<file path="src/shared/rpm_pkg.sv">
// package: constants and carrier types for the rx-port misc control register bank
// Notes on behaviour
// - raw mode emits frame start only after frame valid held the programmed minimum.
// - minimum counted in link clock periods; field resets to 0x80.
// - eight pull-down disable bits, bit n for pin n, reset zero.
// - pull-down on automatically whenever pin is not an output, unless disabled.
// - disable bit set keeps pull-down off even for inputs; clear restores auto.
// - debug register exists per receive port, reached via port-select register.
// - read-only bit 5 shows remote serializer in self-test.
// - bit 1 set corrupts every back-channel frame until cleared.
// - writing 1 to bit 0 injects one error, then self-clears; 0 ignored.
`default_nettype none
package rpm_pkg;

  // ****************************************
  // register map
  // ****************************************
  localparam logic [7:0] ADDR_FVAL_MIN = 8'hbc;
  localparam logic [7:0] ADDR_PD_DIS = 8'hbe;
  localparam logic [7:0] ADDR_DEBUG = 8'hd0;
  localparam logic [7:0] ADDR_PORT_SEL = 8'h4c;

  localparam logic [7:0] RST_FVAL_MIN = 8'h80;
  localparam logic [7:0] RST_PD_DIS = 8'h00;
  localparam logic [7:0] RST_DEBUG = 8'h00;
  localparam logic [7:0] RST_PORT_SEL = 8'h00;

  // debug field positions
  localparam int BIT_ONCE = 0;
  localparam int BIT_CONT = 1;
  localparam int BIT_SELFTEST = 5;

  localparam int NUM_PORTS = 4;
  localparam int NUM_PINS = 8;

  // ****************************************
  // carriers
  // ****************************************
  typedef struct packed {
    logic wr;
    logic rd;
    logic [7:0] addr;
    logic [7:0] wdata;
  } rpm_req_s;

  typedef struct packed {
    logic cont;
    logic once;
  } rpm_dbg_s;

  typedef enum logic [1:0] {
    GATE_IDLE,
    GATE_COUNT,
    GATE_DONE
  } rpm_gate_e;

  typedef struct packed {
    logic [7:0] fval_min;
    logic [7:0] pd_dis;
    logic [7:0] port_sel;
    rpm_dbg_s [NUM_PORTS-1:0] dbg;
    rpm_gate_e gate_state;
    logic [7:0] gate_count;
    logic frame_start;
    logic [7:0] rdata;
    logic rvalid;
  } rpm_state_s;

endpackage : rpm_pkg
`default_nettype wire

</file>
<file path="src/core/rpm_regs.sv">
// module: rx-port misc control registers, frame-start gating and back-channel error injection
`timescale 1ns/1ps
`default_nettype none
module rpm_regs (
  // clock and reset
  input wire logic i_clock,
  input wire logic i_arst_n,
  // register port
  input wire rpm_pkg::rpm_req_s i_req,
  output logic [7:0] o_rdata,
  output logic o_rvalid,
  // raw-mode receiver (selected port)
  input wire logic i_raw_mode,
  input wire logic frame_valid_in,
  output logic o_frame_start,
  // general-purpose pins
  input wire logic [7:0] i_pin_is_output,
  output logic [7:0] o_pin_pulldown_en,
  // back channel, one lane per receive port
  input wire logic [3:0] i_remote_selftest_active,
  input wire logic [3:0] i_backchan_frame,
  output logic [3:0] o_backchan_corrupt
);

  // ****************************************
  // state
  // ****************************************
  rpm_pkg::rpm_state_s state;
  rpm_pkg::rpm_state_s next_state;

  // ****************************************
  // decode helpers
  // ****************************************

  // a write strobe aimed at one register offset
  function automatic logic write_hit(
    input rpm_pkg::rpm_req_s req,
    input logic [7:0] offset
  );
    return req.wr && (req.addr == offset);
  endfunction : write_hit

  // a read strobe aimed at one register offset
  function automatic logic read_hit(
    input rpm_pkg::rpm_req_s req,
    input logic [7:0] offset
  );
    return req.rd && (req.addr == offset);
  endfunction : read_hit

  // only the low bits pick a port; the upper bits read back as zero
  function automatic logic [7:0] port_sel_value(input logic [7:0] wdata);
    logic [7:0] v;
    v = 8'h00;
    v[1:0] = wdata[1:0];
    return v;
  endfunction : port_sel_value

  // reserved debug bits always read as zero
  function automatic logic [7:0] dbg_read(
    input rpm_pkg::rpm_dbg_s d,
    input logic st
  );
    logic [7:0] v;
    v = 8'h00;
    v[rpm_pkg::BIT_SELFTEST] = st;
    v[rpm_pkg::BIT_CONT] = d.cont;
    v[rpm_pkg::BIT_ONCE] = d.once;
    return v;
  endfunction : dbg_read

  // pull-down is automatic for a pin that is not driving, unless disabled
  function automatic logic pulldown_auto(
    input logic is_output,
    input logic disable_bit
  );
    return !is_output && !disable_bit;
  endfunction : pulldown_auto

  // a port corrupts the frame it is sending while either injector is armed
  function automatic logic corrupt_now(
    input logic frame,
    input rpm_pkg::rpm_dbg_s d
  );
    return frame && (d.cont || d.once);
  endfunction : corrupt_now

  // ****************************************
  // request decode
  // ****************************************
  logic [1:0] sel;
  logic dbg_wr;
  logic once_req;
  logic gate_open;
  logic count_reached;

  assign sel = state.port_sel[1:0];
  assign dbg_wr = write_hit(i_req, rpm_pkg::ADDR_DEBUG);
  assign once_req = dbg_wr & i_req.wdata[rpm_pkg::BIT_ONCE];
  assign gate_open = frame_valid_in & i_raw_mode;
  assign count_reached = (state.gate_count >= state.fval_min);

  // ****************************************
  // next state
  // ****************************************
  always_comb begin
    next_state = state;
    next_state.frame_start = 1'b0;
    next_state.rvalid = i_req.rd;

    // ****************************************
    // register writes
    // ****************************************
    if (write_hit(i_req, rpm_pkg::ADDR_FVAL_MIN)) begin
      next_state.fval_min = i_req.wdata;
    end
    if (write_hit(i_req, rpm_pkg::ADDR_PD_DIS)) begin
      next_state.pd_dis = i_req.wdata;
    end
    if (write_hit(i_req, rpm_pkg::ADDR_PORT_SEL)) begin
      next_state.port_sel = port_sel_value(i_req.wdata);
    end
    if (dbg_wr) begin
      // only the selected port's copy is touched
      next_state.dbg[sel].cont = i_req.wdata[rpm_pkg::BIT_CONT];
    end

    // ****************************************
    // one-shot injection per port
    // ****************************************
    for (int p = 0; p < rpm_pkg::NUM_PORTS; p++) begin
      // a pending request is consumed by the next frame, then self-clears
      if (state.dbg[p].once && i_backchan_frame[p]) begin
        next_state.dbg[p].once = 1'b0;
      end
      // a new write of 1 in the same cycle wins over the clear; 0 is ignored
      if (once_req && (sel == 2'(p))) begin
        next_state.dbg[p].once = 1'b1;
      end
    end

    // ****************************************
    // frame-valid minimum time
    // ****************************************
    unique case (state.gate_state)
      rpm_pkg::GATE_IDLE: begin
        next_state.gate_count = 8'h00;
        if (gate_open) begin
          next_state.gate_state = rpm_pkg::GATE_COUNT;
          next_state.gate_count = 8'h01;
        end
      end
      rpm_pkg::GATE_COUNT: begin
        if (!frame_valid_in) begin
          // a short pulse leaves no trace: the next one counts from scratch
          next_state.gate_state = rpm_pkg::GATE_IDLE;
          next_state.gate_count = 8'h00;
        end else if (count_reached) begin
          next_state.frame_start = 1'b1;
          next_state.gate_state = rpm_pkg::GATE_DONE;
        end else begin
          // counter never wraps: it stops at the programmed minimum
          next_state.gate_count = state.gate_count + 8'h01;
        end
      end
      rpm_pkg::GATE_DONE: begin
        // one start per assertion; wait for the frame to end
        if (!frame_valid_in) begin
          next_state.gate_state = rpm_pkg::GATE_IDLE;
        end
      end
      default: begin
        next_state.gate_state = rpm_pkg::GATE_IDLE;
        next_state.gate_count = 8'h00;
      end
    endcase

    // ****************************************
    // read data
    // ****************************************
    next_state.rdata = 8'h00;
    if (read_hit(i_req, rpm_pkg::ADDR_FVAL_MIN)) begin
      next_state.rdata = state.fval_min;
    end
    if (read_hit(i_req, rpm_pkg::ADDR_PD_DIS)) begin
      next_state.rdata = state.pd_dis;
    end
    if (read_hit(i_req, rpm_pkg::ADDR_PORT_SEL)) begin
      next_state.rdata = state.port_sel;
    end
    if (read_hit(i_req, rpm_pkg::ADDR_DEBUG)) begin
      // self-test flag is live: no latching, so it tracks the remote side
      next_state.rdata = dbg_read(state.dbg[sel], i_remote_selftest_active[sel]);
    end
  end

  // ****************************************
  // state register
  // ****************************************
  always_ff @(posedge i_clock or negedge i_arst_n) begin
    if (!i_arst_n) begin
      state.fval_min <= rpm_pkg::RST_FVAL_MIN;
      state.pd_dis <= rpm_pkg::RST_PD_DIS;
      state.port_sel <= rpm_pkg::RST_PORT_SEL;
      state.dbg <= '0;
      state.gate_state <= rpm_pkg::GATE_IDLE;
      state.gate_count <= 8'h00;
      state.frame_start <= 1'b0;
      state.rdata <= 8'h00;
      state.rvalid <= 1'b0;
    end else begin
      state <= next_state;
    end
  end

  // ****************************************
  // outputs
  // ****************************************
  assign o_rdata = state.rdata;
  assign o_rvalid = state.rvalid;
  assign o_frame_start = state.frame_start;

  // pull-down only ever applies to pins that are not driving
  for (genvar n = 0; n < rpm_pkg::NUM_PINS; n++) begin : g_pulldown
    assign o_pin_pulldown_en[n] = pulldown_auto(i_pin_is_output[n], state.pd_dis[n]);
  end

  // corruption follows the frame pulse combinationally, so it lands in that very frame
  for (genvar p = 0; p < rpm_pkg::NUM_PORTS; p++) begin : g_corrupt
    assign o_backchan_corrupt[p] = corrupt_now(i_backchan_frame[p], state.dbg[p]);
  end

endmodule : rpm_regs
`default_nettype wire

</file>
<file path="config.mk">
export PLATFORM = sky130hd
export DESIGN_NAME = rpm_regs
export DESIGN_NICKNAME = d
export VERILOG_FILES = /design/src/shared/rpm_pkg.sv /design/src/core/rpm_regs.sv
export SDC_FILE = /design/constraint.sdc
export NUM_CORES = 1
export LEC_CHECK = 0
export ABC_AREA = 1
export BUFFER_PORTS_ARGS = -buffer_cell sky130_fd_sc_hd__clkbuf_2
export CAP_MARGIN = 20
export CORE_UTILIZATION = 48
export CTS_CLUSTER_SIZE = 30
export DETAILED_ROUTE_END_ITERATION = 6
export PLACE_DENSITY_LB_ADDON = 0.08
export SETUP_SLACK_MARGIN = 0.1
export SLEW_MARGIN = 20
export SYNTH_ARGS = -nofsm -noshare
export SYNTH_HDL_FRONTEND = slang
export SYNTH_SLANG_ARGS = --single-unit
</file>
<file path="constraint.sdc">
create_clock -name i_clock -period 1.58 [get_ports i_clock]
set_input_delay 0.474 -clock i_clock [delete_from_list [all_inputs] [get_ports i_clock]]
set_output_delay 0.474 -clock i_clock [all_outputs]
set_load 0.05 [all_outputs]
</file>
# == Word-level counts from Yosys, hierarchy flattened ==
# Index checks and enable logic that the tools add are counted.
# Widths: inputs -> output; s select.
# classes
n_mux,30
n_addsub,1
magnitude_cmp,3
eq_ne,13
reduce_logical,57
bitwise_logic,3
# op_table
op,n
$mux 8,5
$logic_and 1x1->1,29
$eq 8x8->1 const B,3
$pmux 8 s3,1
$mux 10,2
$logic_not 1->1,16
$mux 1,12
$reduce_bool 3->1,4
$add 8x1->8 const B,1
$bwmux 8,1
$eq 8x7->1 const B,1
$ge 8x8->1,1
$mux 2,4
$mux 7,1
$eq 2x2->1 const B,3
$ne 3x3->1 const B,2
$pmux 2 s3,1
$bmux 2 s2,1
$demux 2 s2,1
$eq 2x1->1 const B,2
$logic_not 2->1,2
$logic_or 1x1->1,4
$ne 2x2->1 const B,2
$lt 2x3->1 const B,1
6 further kinds,7
# word_totals
word_cells,123
regBits,46
output_inout_bits,22

# == Depth between registers and ports, before layout ==
# logic_depth
ltp_word,8
ltp_mapped,13

# == Least setup slack after synthesis ==
# No wires, ideal clock.
# synth_timing
path_kind,flip-flop to flip-flop
from,register state[51] in the netlist's numbering
to,register state[10] in the netlist's numbering
arrival_ns,1.543
path_stages_with_launch,10
n_path_buf,0
synth_period_minus_slack_ns,1.660
setup_ns,0.117
required_ns,1.463
path_slack_ns,-0.080
cell_sequence,dfstp_2 inv_1 ha_1 a21oi_1 o21a_1 nand2_1 nand2_2 nand2_1 nand2_1 nand2_1
# synth_between
elab_chain_cells,3
# synth_rtl
element,line_no,source
start: declaration,rpm_regs.sv:28,rpm_pkg::rpm_state_s state;
start signal: assignment,rpm_regs.sv:212,state <= next_state;
$ge 8x8->1,rpm_regs.sv:101,assign count_reached = (state.gate_count >= state.fval_min);
$ne 3x3->1 (no line),n/a,
$reduce_and 2->1 (no line),n/a,
# Every way passes these cells.
# A chain may end at the register's enable or synchronous reset.

# == Worst setup path after layout ==
# layout_timing
from,register state[51] in the netlist's numbering
to,register state[11] in the netlist's numbering
# The elaborated chain is that of the path after synthesis.

==> impl_results.rst <==
.. list-table::
   :header-rows: 1

   * - Metric
     - Value
   * - Final standard cell utilization of the core
     - 68.65%
   * - Sink count of the clock tree
     - 46
   * - Vertical extent of the die
     - roughly 73 um
   * - Number of DRC markers in iteration 0
     - around 120
   * - Met1 wire length
     - around 2.6 mm
   * - Worst-skew pair later-pin latency
     - a little under 0.3 ns
   * - Antenna diode count
     - 0
   * - Met3 WL post-DR
     - 204 um
   * - Number of endpoints with negative hold slack in the final report
     - 0
   * - Total clock buffers created by CTS
     - 5
   * - Area Overhead vs Synth
     - 35.82%
   * - Number of global-route vias before repair
     - about 2000
   * - Total global-route track usage
     - 22.53%
   * - Number of vias per cell after detailed routing
     - roughly 4.9
   * - Max-cap viol count
     - 0
   * - I/O pin count
     - 60
   * - Leakage power of the design
     - roughly 1.8 nW
   * - Clock-pin transition on the worst setup and hold timing paths
     - around 0.080 ns
   * - DIE WIDTH
     - between 70 and 80 um
   * - Number of placement rows
     - 25
   * - Antenna violations before repair
     - 0
   * - Share of async-settable or async-resettable flops after synthesis
     - between 90% and 100%
   * - Mean instance size in the synthesized netlist
     - 7.983 um2
   * - Maximum vdd drop
     - about 440 uV
   * - Number of max-slew violations in the final report
     - 0
   * - Min setup slack post-route
     - -0.04359 ns
   * - Net count after synthesis
     - about 350
   * - Number of design rule violations left after detail routing
     - 0
   * - Setup repair after global routing missed its margin
     - true
   * - Accumulated negative setup slack
     - -0.3235 ns
   * - Remaining Overflow, GRT
     - 0
   * - Sequential cell area
     - about 1200 um2
   * - CTS root buf
     - clkbuf_8
   * - TritonCTS clock tree
     - built
   * - Clock period minus final worst setup slack
     - about 1.6 ns
   * - Dominant synthesized flop cell
     - dfrtp_1
   * - Total Nets Final
     - 439
   * - Total length of routed met2 wires
     - around 2.7 mm
   * - Hold_ws
     - about 0.068 ns
   * - Hold/Removal Path Class
     - primary input to async pin
   * - Power Dens Cells
     - about 710 nW/um2
   * - Post-route clock period utilization
     - 102.8%
   * - Top sig layer
     - met4
   * - Cell area after technology mapping
     - about 2400 um2
   * - Synth unique cells
     - 26
   * - Number of vias in the routed layout
     - 2238
   * - Aggregate routed wire length
     - 5.506 mm
   * - Fraction of the mapped netlist area in simple logic gates
     - about 25%
   * - Largest net degree at the start of global routing
     - 21
   * - Post-synthesis cell count
     - slightly above 300
   * - Final setup skew
     - 0.005629 ns
   * - Status
     - complete, but fails checks
   * - Die area
     - 5361 um2
   * - Effective utilization at floorplan
     - ~51%
   * - Synthesized flop and latch total
     - 46
   * - Element type at the critical path end
     - flop
   * - Mux contribution to synthesized area
     - 0%
   * - Failing checks
     - negative setup slack
   * - Critical path required time
     - between 1.5 and 2 ns
   * - Tightest slew margin relative to the limit
     - approximately 76%
   * - Total number of H-tree levels
     - 2
   * - Worst-path cell chain
     - inv_2 > ha_4 > a21oi_2 > o21a_1 > nand2_4 > nand2_8 > nand2_8 > nand2_1 > nand2_1
   * - Placed wire-length estimate after detailed placement
     - just over 4 mm
   * - Post-synth EDFFs
     - 0
   * - Area of combinational cells with multiple inputs
     - between 1000 and 1500 um2
   * - Pre-CTS setup slack
     - -0.05126 ns
   * - First-pass GRT wire length
     - ~9.1 mm
   * - Final estimated routing congestion in global placement
     - between 0.8 and 0.9
   * - Number of fillers in the final layout
     - between 400 and 500
   * - Buffers and inverters on the worst path
     - 1
   * - Crit path arrival time
     - 1.82 ns
   * - Number of port buffers
     - ~60
   * - Dominant combinational cell family by area after synthesis
     - simple AND/OR/NAND/NOR gates
   * - Category of the worst setup path launch point
     - flop
   * - Least-Margin Pin Slew
     - about 0.35 ns
   * - Core area
     - 4817 um2
   * - Drt wl/cell
     - 11.97 um
   * - Post-route design area
     - ~3300 um2
   * - Fraction of final layout cells with drive strength greater than 1
     - about a third
   * - Total placed instance area
     - 2954 um2
   * - Critical path start-end classification
     - flop to flop
   * - Kind of cell adding the most delay to the critical path
     - flip-flops
   * - Sequential fraction of the synthesis area
     - between 40% and 50%
   * - Final-report setup violation count
     - 8
   * - Slowest Stage Delay on Critical Path
     - roughly 0.54 ns
   * - Compound-Gate Fraction of Synth Area
     - 12.02%
   * - Slowest library cell on the worst path
     - dfstp_2
   * - Parity-gate share of the synthesized area counting xor and xnor cells
     - 0.7194%
   * - CP max FO
     - 8
   * - Share of synthesized cell area in full adder, half adder and majority cells
     - under 10%
   * - Maximum clock insertion buffer count
     - 2
   * - Number of buffers inserted by hold repair at cts
     - 0
   * - Synthesis Warnings
     - 0
   * - Achievable clock frequency
     - 0.6159 GHz
   * - Number of search-and-repair iterations in the first detailed-routing pass
     - 4
   * - Number of antenna-violating nets in the routed design
     - 0
per-stage QoR:
stage,cells,power [mW]
finish,460,2.343
global route,460,2.466
CTS,457,2.370
detailed placement,440,1.586
global placement,440,1.577
floorplan,305,1.432
cells in the final DEF, fill, tap and decap left out:
cell type  netlist  final
o22ai_1         11     11
nand2_1         80     69
nor3_4           1      1
a21oi_2          0      1
a21oi_1          8      7
nand2_8          0      2
o21a_1           7      7
nand2_4          0      2
ha_4             0      1
ha_1             9      8
clkinv_2         0      1
dfrtp_1         45     45
nor3_2           1      1
clkbuf_1         0      1
nand3_2          1      1
nor2_2           0      9
xnor2_1          1      1
buf_12           0      2
nor2_1          39     30
a22o_1           2      2
nor2_4           1      1
nand4_1          3      3
o221ai_1         1      1
inv_2            0      3
nor3_1           2      2
xor2_1           1      1
nand3_1         15     15
nand2_2          1      9
a22oi_1          2      2
buf_4            9     28
dfstp_2          1      1
o21ai_0         18     18
clkbuf_2         0     47
inv_1           43     40
clkbuf_8         0      6
nor3b_1          2      2
buf_8            0     12
power breakdown:
group	switching (mW)	total, mW	internal [mW]
combinational	0.212	0.364	0.152
sequential	0.0277	1.25	1.22
clock	0.380	0.734	0.353
total	0.620	2.34	1.72
routing by layer:
| layer | vias to the layer above | global-route usage, % |
|---|---|---|
| li1 | 1154 | - |
| met1 | 1015 | 28.99 |
| met2 | 63 | 37.35 |
| met3 | 6 | 4.696 |
| met4 | 0 | 8.279 |
| met5 | - | 0 |
logic make-up after synthesis:
group                    after synthesis
buffers and inverters                 53
AO/OA/AOI/OAI                         49
flip-flops                            46
adder cells (fa/ha/maj)                9
XOR/XNOR                               2
AND/OR/NAND/NOR                      146
repair_timing:
action / in CTS / in global routing
pin swaps: 9 / 9
endpoints found under the setup margin: 20 / 23
gates resized for setup: 29 / 23
buffers inserted: 8 / 3
gates cloned: 1 / 0
synth_stat cells, drive strengths merged, types with 2 or more instances:
cell type   n  share of area (%)
a21oi       8                1.6
a22o        2               0.72
a22oi       2               0.62
buf        10                3.2
dfrtp      45                 46
ha          9                4.6
inv        43                6.6
nand2      81                 13
nand3      16                3.5
nand4       3               0.77
nor2       40                6.5
nor3        4                1.5
nor3b       2               0.62
o21a        7                2.2
o21ai      18                3.7
o22ai      11                2.8
registers in the layout, summed over array words and instances (netlist names):
signal	cells
state	34
o_rdata	8
o_frame_start	1
o_rvalid	1
sel	2
cell type report:
type | instances | share of cell area, %
clock inverter | 1 | 0.1513
sequential | 46 | 34.85
inverter | 43 | 4.881
multi-input combinational | 207 | 34.85
clock buffer | 7 | 2.611
timing repair buffer | 89 | 20.13
tap | 67 | 2.535
worst register-to-register path, delay by kind of cell (launching register included):
kind                     cells  cell delay (ns)
AO/OA/AOI/OAI                2             0.27
AND/OR/NAND/NOR              5             0.43
adder cells (fa/ha/maj)      1             0.24
flip-flops                   1             0.54
buffers and inverters        1             0.05
worst paths after layout:
check,to,slack [ns],from,cells past startpoint
min reg2reg,state[16]$_DFFE_PN0P_,0.56,state[16]$_DFFE_PN0P_,2
max,state[11]$_DFFE_PN0P_,-0.04,state[51]$_DFFE_PN1P_,9
min,state[40]$_DFFE_PN0P_,0.07,i_arst_n,1
max in group asynchronous,state[51]$_DFFE_PN1P_,1.02,i_arst_n,2
min in group i_clock,state[26]$_DFFE_PN0P_,0.37,i_backchan_frame[3],2
max reg2reg,state[11]$_DFFE_PN0P_,-0.04,state[51]$_DFFE_PN1P_,9
(Power assumes the default switching activity.)
